===== src/hdl/pcr_regs.svh =====
// offsets, field positions, reset values and timing counts of the phy control register
`ifndef PCR_REGS_SVH
`define PCR_REGS_SVH

`define PCR_ADDR_W 5
`define PCR_DATA_W 16
`define PCR_CONTROL_ADDR 5'h00
`define PCR_CONTROL_RESET 16'h3100

`define PCR_BIT_SOFT_RESET 15
`define PCR_BIT_LOOPBACK 14
`define PCR_BIT_SPEED 13
`define PCR_BIT_ANEG_EN 12
`define PCR_BIT_POWER_DOWN 11
`define PCR_BIT_ISOLATE 10
`define PCR_BIT_ANEG_RESTART 9
`define PCR_BIT_DUPLEX 8
`define PCR_BIT_COL_TEST 7
`define PCR_RSVD_HI 6
`define PCR_RSVD_LO 0
`define PCR_RSVD_VALUE 7'h00

`define PCR_CLK_MHZ 125
`define PCR_SOFT_RESET_NS 80
`define PCR_SOFT_RESET_CYCLES ((`PCR_SOFT_RESET_NS * `PCR_CLK_MHZ + 999) / 1000)
`define PCR_SR_CNT_W 8

`endif


===== src/hdl/pcr_pkg.sv =====
// types shared by the phy control register files
`default_nettype none
`include "pcr_regs.svh"

package pcr_pkg;
  typedef logic [`PCR_ADDR_W-1:0] pcr_addr_t;
  typedef logic [`PCR_DATA_W-1:0] pcr_word_t;
  typedef logic [`PCR_SR_CNT_W-1:0] pcr_sr_cnt_t;
  typedef enum logic [1:0] {
    PCR_RUN,
    PCR_SOFT_RESET
  } pcr_state_t;
endpackage

`default_nettype wire


===== src/hdl/pcr_collision_test.sv =====
// collision indication while collision test mode is on
`timescale 1ns/10ps
`default_nettype none

module pcr_collision_test (
  input wire logic clk_sys,
  input wire logic rst_b,
  input wire logic collision_test,
  input wire logic tx_en,
  output logic collision
);
  logic collision_next;

  always_comb begin
    collision_next = collision_test & tx_en;
  end

  always_ff @(posedge clk_sys) begin
    if (!rst_b) begin
      collision <= 1'b0;
    end else begin
      collision <= collision_next;
    end
  end
endmodule

`default_nettype wire


===== src/hdl/pcr_phy_control.sv =====
// phy control register at management address zero with its control outputs
// How it works
// - register at address zero, 16 bits, read and write, resets to 0x3100
// - reset values give speed 100, autoneg on, full duplex, normal operation
// - writing bit 7 enters collision test, clearing leaves it, resets to zero
// - collision asserted while transmitting in collision test, dropped when transmit stops
// - bits 6 to 0 reserved, written as zero, read back as zero
// - undefined addresses reserved: writes ignored, reads return zero
`timescale 1ns/10ps
`default_nettype none

`include "pcr_regs.svh"

module pcr_phy_control #(
  parameter int SOFT_RESET_CYCLES = `PCR_SOFT_RESET_CYCLES
) (
  input wire logic clk_sys,
  input wire logic rst_b,
  input wire pcr_pkg::pcr_addr_t mgmt_reg_addr,
  input wire logic mgmt_wr_en,
  input wire pcr_pkg::pcr_word_t mgmt_wdata,
  input wire logic mgmt_rd_en,
  output pcr_pkg::pcr_word_t mgmt_rdata,
  output logic mgmt_rdata_valid,
  input wire logic tx_en,
  input wire logic autoneg_restart_done,
  output logic phy_soft_reset,
  output logic loopback_enable,
  output logic speed_select,
  output logic autoneg_enable,
  output logic power_down,
  output logic isolate,
  output logic autoneg_restart,
  output logic duplex_full,
  output logic collision_test,
  output logic collision
);
  import pcr_pkg::*;

  localparam pcr_sr_cnt_t SR_LAST = pcr_sr_cnt_t'(SOFT_RESET_CYCLES - 1);

  pcr_state_t state_reg;
  pcr_state_t state_next;
  pcr_sr_cnt_t sr_cnt_reg;
  pcr_sr_cnt_t sr_cnt_next;
  logic soft_rst_reg;
  logic soft_rst_next;
  logic loopback_reg;
  logic loopback_next;
  logic speed_reg;
  logic speed_next;
  logic aneg_en_reg;
  logic aneg_en_next;
  logic power_down_reg;
  logic power_down_next;
  logic isolate_reg;
  logic isolate_next;
  logic aneg_restart_reg;
  logic aneg_restart_next;
  logic duplex_reg;
  logic duplex_next;
  logic col_test_reg;
  logic col_test_next;
  pcr_word_t rdata_reg;
  pcr_word_t rdata_next;
  logic rvalid_reg;
  logic rvalid_next;
  logic hit_ctrl;
  logic ctrl_wr;
  logic in_reset;
  pcr_word_t ctrl_view;
  pcr_word_t reset_word;

  assign reset_word = `PCR_CONTROL_RESET;

  // address decode on the absolute register number
  always_comb begin
    hit_ctrl = (mgmt_reg_addr == `PCR_CONTROL_ADDR);
    in_reset = soft_rst_reg;
    ctrl_wr = mgmt_wr_en & hit_ctrl & ~in_reset;
  end

  // soft reset sequencing
  always_comb begin
    state_next = state_reg;
    sr_cnt_next = sr_cnt_reg;
    unique case (state_reg)
      PCR_RUN: begin
        if (ctrl_wr && mgmt_wdata[`PCR_BIT_SOFT_RESET]) begin
          state_next = PCR_SOFT_RESET;
          sr_cnt_next = '0;
        end
      end
      PCR_SOFT_RESET: begin
        if (sr_cnt_reg >= SR_LAST) begin
          state_next = PCR_RUN;
        end else begin
          sr_cnt_next = sr_cnt_reg + pcr_sr_cnt_t'(1);
        end
      end
      default: begin
        state_next = PCR_RUN;
      end
    endcase
    // registered copy so the soft reset output comes from a flop
    soft_rst_next = (state_next == PCR_SOFT_RESET);
  end

  always_ff @(posedge clk_sys) begin
    if (!rst_b) begin
      state_reg <= PCR_RUN;
      sr_cnt_reg <= '0;
      soft_rst_reg <= 1'b0;
    end else begin
      state_reg <= state_next;
      sr_cnt_reg <= sr_cnt_next;
      soft_rst_reg <= soft_rst_next;
    end
  end

  // control field next values
  always_comb begin
    loopback_next = loopback_reg;
    speed_next = speed_reg;
    aneg_en_next = aneg_en_reg;
    power_down_next = power_down_reg;
    isolate_next = isolate_reg;
    aneg_restart_next = aneg_restart_reg;
    duplex_next = duplex_reg;
    col_test_next = col_test_reg;
    if (in_reset || (ctrl_wr && mgmt_wdata[`PCR_BIT_SOFT_RESET])) begin
      // defaults held for the whole soft reset
      loopback_next = reset_word[`PCR_BIT_LOOPBACK];
      speed_next = reset_word[`PCR_BIT_SPEED];
      aneg_en_next = reset_word[`PCR_BIT_ANEG_EN];
      power_down_next = reset_word[`PCR_BIT_POWER_DOWN];
      isolate_next = reset_word[`PCR_BIT_ISOLATE];
      aneg_restart_next = reset_word[`PCR_BIT_ANEG_RESTART];
      duplex_next = reset_word[`PCR_BIT_DUPLEX];
      col_test_next = reset_word[`PCR_BIT_COL_TEST];
    end else begin
      if (autoneg_restart_done) begin
        aneg_restart_next = 1'b0;
      end
      if (ctrl_wr) begin
        loopback_next = mgmt_wdata[`PCR_BIT_LOOPBACK];
        speed_next = mgmt_wdata[`PCR_BIT_SPEED];
        aneg_en_next = mgmt_wdata[`PCR_BIT_ANEG_EN];
        power_down_next = mgmt_wdata[`PCR_BIT_POWER_DOWN];
        isolate_next = mgmt_wdata[`PCR_BIT_ISOLATE];
        duplex_next = mgmt_wdata[`PCR_BIT_DUPLEX];
        col_test_next = mgmt_wdata[`PCR_BIT_COL_TEST];
        // writing zero never cancels a restart; a new request beats done
        if (mgmt_wdata[`PCR_BIT_ANEG_RESTART]) begin
          aneg_restart_next = 1'b1;
        end
      end
    end
  end

  always_ff @(posedge clk_sys) begin
    if (!rst_b) begin
      loopback_reg <= 1'b0;
      speed_reg <= 1'b1;
      aneg_en_reg <= 1'b1;
      power_down_reg <= 1'b0;
      isolate_reg <= 1'b0;
      aneg_restart_reg <= 1'b0;
      duplex_reg <= 1'b1;
      col_test_reg <= 1'b0;
    end else begin
      loopback_reg <= loopback_next;
      speed_reg <= speed_next;
      aneg_en_reg <= aneg_en_next;
      power_down_reg <= power_down_next;
      isolate_reg <= isolate_next;
      aneg_restart_reg <= aneg_restart_next;
      duplex_reg <= duplex_next;
      col_test_reg <= col_test_next;
    end
  end

  // read path, reserved bits always zero
  always_comb begin
    ctrl_view = '0;
    ctrl_view[`PCR_BIT_SOFT_RESET] = in_reset;
    ctrl_view[`PCR_BIT_LOOPBACK] = loopback_reg;
    ctrl_view[`PCR_BIT_SPEED] = speed_reg;
    ctrl_view[`PCR_BIT_ANEG_EN] = aneg_en_reg;
    ctrl_view[`PCR_BIT_POWER_DOWN] = power_down_reg;
    ctrl_view[`PCR_BIT_ISOLATE] = isolate_reg;
    ctrl_view[`PCR_BIT_ANEG_RESTART] = aneg_restart_reg;
    ctrl_view[`PCR_BIT_DUPLEX] = duplex_reg;
    ctrl_view[`PCR_BIT_COL_TEST] = col_test_reg;
    ctrl_view[`PCR_RSVD_HI:`PCR_RSVD_LO] = `PCR_RSVD_VALUE;
    rvalid_next = mgmt_rd_en;
    rdata_next = '0;
    if (mgmt_rd_en && hit_ctrl) begin
      rdata_next = ctrl_view;
    end
  end

  always_ff @(posedge clk_sys) begin
    if (!rst_b) begin
      rdata_reg <= '0;
      rvalid_reg <= 1'b0;
    end else begin
      rdata_reg <= rdata_next;
      rvalid_reg <= rvalid_next;
    end
  end

  pcr_collision_test u_col_test (
    .clk_sys(clk_sys),
    .rst_b(rst_b),
    .collision_test(col_test_reg),
    .tx_en(tx_en),
    .collision(collision)
  );

  // outputs straight from flops
  assign mgmt_rdata = rdata_reg;
  assign mgmt_rdata_valid = rvalid_reg;
  assign phy_soft_reset = soft_rst_reg;
  assign loopback_enable = loopback_reg;
  assign speed_select = speed_reg;
  assign autoneg_enable = aneg_en_reg;
  assign power_down = power_down_reg;
  assign isolate = isolate_reg;
  assign autoneg_restart = aneg_restart_reg;
  assign duplex_full = duplex_reg;
  assign collision_test = col_test_reg;
endmodule

`default_nettype wire


===== config.mk =====
export PLATFORM = sky130hd
export DESIGN_NAME = pcr_phy_control
export DESIGN_NICKNAME = d
export VERILOG_FILES = /design/src/hdl/pcr_pkg.sv /design/src/hdl/pcr_collision_test.sv /design/src/hdl/pcr_phy_control.sv
export VERILOG_INCLUDE_DIRS = /design/src /design/src/hdl
export SDC_FILE = /design/constraint.sdc
export NUM_CORES = 1
export LEC_CHECK = 0
export BUFFER_PORTS_ARGS = -buffer_cell sky130_fd_sc_hd__buf_2
export CORE_UTILIZATION = 45
export DETAILED_ROUTE_END_ITERATION = 6
export MAX_ROUTING_LAYER = met4
export PLACE_DENSITY_LB_ADDON = 0.1
export SETUP_SLACK_MARGIN = 0.02
export SYNTH_ARGS = -nofsm -noshare
export SYNTH_HDL_FRONTEND = slang
export SYNTH_SLANG_ARGS = --single-unit

===== constraint.sdc =====
create_clock -name clk_sys -period 5.5 [get_ports clk_sys]
set_clock_uncertainty 0.1 [all_clocks]
set_input_delay 1.1 -clock clk_sys [delete_from_list [all_inputs] [get_ports clk_sys]]
set_output_delay 1.1 -clock clk_sys [all_outputs]
set_load 0.01 [all_outputs]

### Word level (Yosys, flattened, before mapping)

Index checks and enable logic that the tools add are counted.

| operators by class | value |
|---|---|
| $add $sub $neg | 1 |
| $lt $le $gt $ge | 1 |
| eq/ne operators | 4 |
| muxes and demuxes | 9 |
| bitwise logic cells | 5 |
| reduce and logical (&&, ||, !) cells | 9 |

Operators by type and width:

| kind | count |
|---|---|
| 2-to-1 mux 8 bit | 2 |
| case mux 8 bit (2 select lines) | 1 |
| adder 8 x 1 -> 8 bit, second input constant | 1 |
| greater-or-equal comparator 8 x 4 -> 1 bit, second input constant | 1 |
| zero test 5 bit | 1 |
| equality test 2 x 1 -> 1 bit, second input constant | 2 |
| 2-to-1 mux 2 bit | 2 |
| != test 2 bit, second input constant | 2 |
| case mux 2 bit (2 select lines) | 1 |
| bitwise AND 1 bit | 3 |
| 2-to-1 mux 1 bit | 3 |
| AND reduction 3 bit | 1 |
| logical AND 1 bit | 2 |
| zero test 2 bit | 1 |
| inverter 1 bit | 2 |
| AND reduction 2 bit | 1 |
| nonzero test 2 bit | 1 |
| OR reduction 2 bit | 1 |
| logical OR 1 bit | 1 |

| word-level totals | value |
|---|---|
| bits in registers | 37 |
| bits of input ports | 27 |
| output and inout port bits | 27 |
| word-level logic and storage cells | 44 |

### Longest topological paths before layout

| logic depth | value |
|---|---|
| depth after elaboration | 7 |
| gate-level depth with buffers | 6 |
| mapped depth without buffers | 6 |

### Cells and area by module

A second synthesis with hierarchy kept.

| second synthesis, totals | value |
|---|---|
| cells, all modules | 118 |
| area total of the unflattened synthesis | 1,136.1 um2 |

By module, submodules not included:

| module | times used | cells an instance | area each (um2) | sequential area each (um2) |
|---|---|---|---|---|
| pcr_phy_control | 1 | 116 | 1,109.8 | 580.6 |
| pcr_collision_test | 1 | 2 | 26.3 | 20.0 |

### Worst setup path before layout

OpenSTA, ideal clock, no wires.

| path | value |
|---|---|
| path type | input-to-reg |
| from | input mgmt_reg_addr[2] |
| to | register sr_cnt_reg[7] |
| arrival | 2.237 ns |
| required time | 5.284 ns |
| slack | 3.046 ns |
| stages on the path | 4 |
| buffers on the path | 0 |
| cells stage by stage | nor4b_1 -> nand4_1 -> and2_4 -> and3_2 |

| on the way | value |
|---|---|
| word-level cells in the longest chain between the ends | 6 |

Ends and longest elaborated chain:

| item | line | text |
|---|---|---|
| from (decl) | pcr_phy_control.sv:19 | `input wire pcr_pkg::pcr_addr_t mgmt_reg_addr,` |
| zero test 5 bit (no source line) | - |  |
| bitwise AND 1 bit (2 in series) | pcr_phy_control.sv:80 | `ctrl_wr = mgmt_wr_en & hit_ctrl & ~in_reset;` |
| logical AND 1 bit | pcr_phy_control.sv:89 | `` if (ctrl_wr && mgmt_wdata[`PCR_BIT_SOFT_RESET]) begin `` |
| != test 2 bit (no source line) | - |  |
| AND reduction 3 bit (no source line) | - |  |
| to (signal assigned) | pcr_phy_control.sv:116 | `sr_cnt_reg <= sr_cnt_next;` |
| to (decl) | pcr_phy_control.sv:44 | `pcr_sr_cnt_t sr_cnt_reg;` |

No other way between the ends.
A chain may end at the register's enable or synchronous reset.

### Worst setup path after layout

| path | value |
|---|---|
| from | input mgmt_reg_addr[2] |
| to | register sr_cnt_reg[2] |

The elaborated chain is that of the path after synthesis.

==> impl_metrics.json <==
{
  "status": "finished clean",
  "ys_warn_count": 0,
  "cts_buffers": 5,
  "final_max_slew_viol_count": 0,
  "ys_top_cells_by_count": "dfxtp_1 (30), and2_1 (11), a21oi_1 (9), nor2_1 (9), buf_4 (7)",
  "peakVddDrop_v": 0.0001774,
  "num_vias": 920,
  "synth-main-ff-cell": "dfxtp_1",
  "ant_nets": 0,
  "num_io_pins": 54,
  "final-hold-violation-count": 0,
  "die_x_um": 52.25,
  "clockPowerShare_pct": 37.2,
  "drtPass1Iterations": 4,
  "syn_inst": 118,
  "cts-resized-gates": 0,
  "fin_ws_ns": 3.014,
  "viasPerCell": 4.842,
  "synth_seq_cells": 30,
  "worstReg2RegEnd": "sr_cnt_reg[2]$_SDFFE_PN0P_",
  "coreArea_mm2": 0.002297,
  "post-place-ws_ns": 2.666,
  "synth_edf_count": 0,
  "hp-start": "power_down$_SDFFE_PP0N_",
  "ctsLongestPathBuffers": 2,
  "ys_types": 29,
  "hold_path_class": "flop to flop",
  "cp.required_ns": 5.64,
  "wl_per_cell_um": 11.09,
  "sequentialPowerShare_pct": 58.4,
  "cap_viol_max_count": 0,
  "power.leakage_nw": 0.6749,
  "combPwrFrac_pct": 4.4,
  "cp_slowest_stage_delay_ns": 0.46,
  "yosys.area.top_type_share_pct": 52.86,
  "rows": 17,
  "cp-start-kind": "primary input",
  "dieArea_mm2": 0.002730,
  "synth.most_common_cell": "dfxtp_1",
  "p_sw_mw": 0.08767,
  "synthArstFlopShare_pct": 0,
  "die_h_um": 52.25,
  "pwr_density_cell_mw_per_mm2": 269.2,
  "final_layout_size_suffix_gt1_share_pct": 32.10,
  "netlist_area_mm2": 0.001136,
  "worstPathCellList": "buf_2, nor4b_1, nand4_1, and2_4, o32ai_2",
  "rsz0062_at_grt": "false",
  "slowest_stage": "nor4b_1",
  "clk_latency_ns": 0.32,
  "finalSetupViolations": 0,
  "root_buffer": "clkbuf_4",
  "drcViolationCount": 0,
  "fin_nets": 191,
  "grt_pass1_wl_um": 3443,
  "hold_ws_ns": 0.3654,
  "drtIter0Drc": 8,
  "switching_share_pct": 23.41,
  "path_clk_slew_ns": 0.10,
  "antenna_found_initial": 0,
  "syn-mean-instance-area_um2": 9.628,
  "tritoncts": "yes",
  "p_int_mw": 0.2869,
  "cp_data_arrival_time_ns": 2.62,
  "fin_crit_ns": 2.486,
  "endpoint_kind": "flop",
  "r2r_start": "sr_cnt_reg[1]$_SDFFE_PN0P_",
  "io_buffers": 39,
  "num-fill-cells": 196,
  "holdPathStages": 2,
  "synthTopCellsByArea": "dfxtp_1 (53%), and2_1 (6.1%), buf_4 (4.6%)",
  "hold_buffers": 0,
  "start_util_pct": 49.46,
  "largest_reg_flops": 9,
  "reg2reg_slack_ns": 3.42,
  "dp_cells": 182,
  "gr-total-overflow": 0,
  "h-tree-depth": 2,
  "whs_endpoint": "power_down$_SDFFE_PP0N_",
  "final_cells": 190,
  "yosysTopAreaCell": "dfxtp_1",
  "finalSetupTns_ns": 0,
  "ys_seq_area_share_pct": 52.86,
  "hpwl_um": 1581,
  "fmax_ghz": 0.4022,
  "grt_usage_pct": 18.22,
  "gp_congestion": 0.6853,
  "cts_setup_buffers": 0,
  "grt_max_degree": 11,
  "area_growth_pct": 22.47,
  "antennaDiodeCount": 0,
  "path_max_fanout": 9,
  "reg2reg_depth": 6,
  "drt_wl_total_um": 2108,
  "period_share_pct": 45.21,
  "first_global_vias": 819,
  "crit_type": "primary input to flop",
  "cts.sinks": 30
}
==> worst max-delay path by stage <==
stage                           from                          to
CTS                 mgmt_reg_addr[2]  sr_cnt_reg[2]$_SDFFE_PN0P_
finish              mgmt_reg_addr[2]  sr_cnt_reg[2]$_SDFFE_PN0P_
global placement    mgmt_reg_addr[2]  sr_cnt_reg[7]$_SDFFE_PN0P_
detailed placement  mgmt_reg_addr[2]  sr_cnt_reg[2]$_SDFFE_PN0P_
global route        mgmt_reg_addr[2]  sr_cnt_reg[2]$_SDFFE_PN0P_
floorplan           mgmt_reg_addr[2]  sr_cnt_reg[7]$_SDFFE_PN0P_
==> kinds of logic after synthesis <==
group / after synthesis / synth area share, %
and+or+nand+nor: 53 / 26.65
buffers and inverters: 14 / 7.047
adders and majority gates: 3 / 3.304
AOI/OAI and AO/OA: 17 / 9.802
DFF: 30 / 52.86
other: 1 / 0.3301
==> power by group through the flow <==
stage	clock network (mW)	logic (mW)	registers, mW
global route	0.152	0.0188	0.219
CTS	0.141	0.0166	0.219
floorplan	0	0.0107	0.224
finish	0.139	0.0165	0.219
detailed placement	0	0.0166	0.224
global placement	0	0.0165	0.224
==> cell type report <==
type                            instances  area, µm²  area share [%]
Tap cell                               28      35.03           2.518
Timing Repair Buffer                   39      195.2           14.03
Clock inverter                          2      12.51          0.8993
Clock buffer                            6      51.30           3.687
Multi-Input combinational cell         81      481.7           34.62
Sequential cell                        30      600.6           43.17
Inverter                                4      15.01           1.079
==> cells in the final DEF, fill, tap and decap left out, types with 4 or more instances in the layout <==
| cell | Yosys | final |
|---|---|---|
| a21oi_1 | 9 | 9 |
| and3_1 | 5 | 5 |
| nand2_1 | 6 | 6 |
| nor3_1 | 4 | 4 |
| nor2_1 | 9 | 9 |
| clkbuf_4 | 0 | 5 |
| conb_1 | 1 | 8 |
| nand3b_1 | 4 | 4 |
| dfxtp_1 | 30 | 30 |
| and2_1 | 11 | 11 |
| buf_2 | 1 | 39 |
| inv_1 | 4 | 4 |
==> layer usage <==
metal / GRT usage, % / wire length, µm
met1: 20.50 / 953
met3: 5.797 / 163
met4: 9.211 / 27
met5: - / 0
met2: 29.06 / 964
==> worst max-delay path: cells and delay by family <==
family / cells / cell delay (ns)
compound gates: 1 / 0.22
buf+inv: 1 / 0.10
simple gates: 3 / 1.19
==> per-stage QoR <==
step	power [mW]	instance area [µm²]	util, %
5_1_grt	0.3902	1391	60.57
3_3_place_gp	0.2402	1328	57.79
4_1_cts	0.3769	1391	60.57
6_report	0.3745	1391	60.57
3_5_place_dp	0.2404	1328	57.79
2_1_floorplan	0.2349	1162	-
Power figures use the tool's default switching activity.
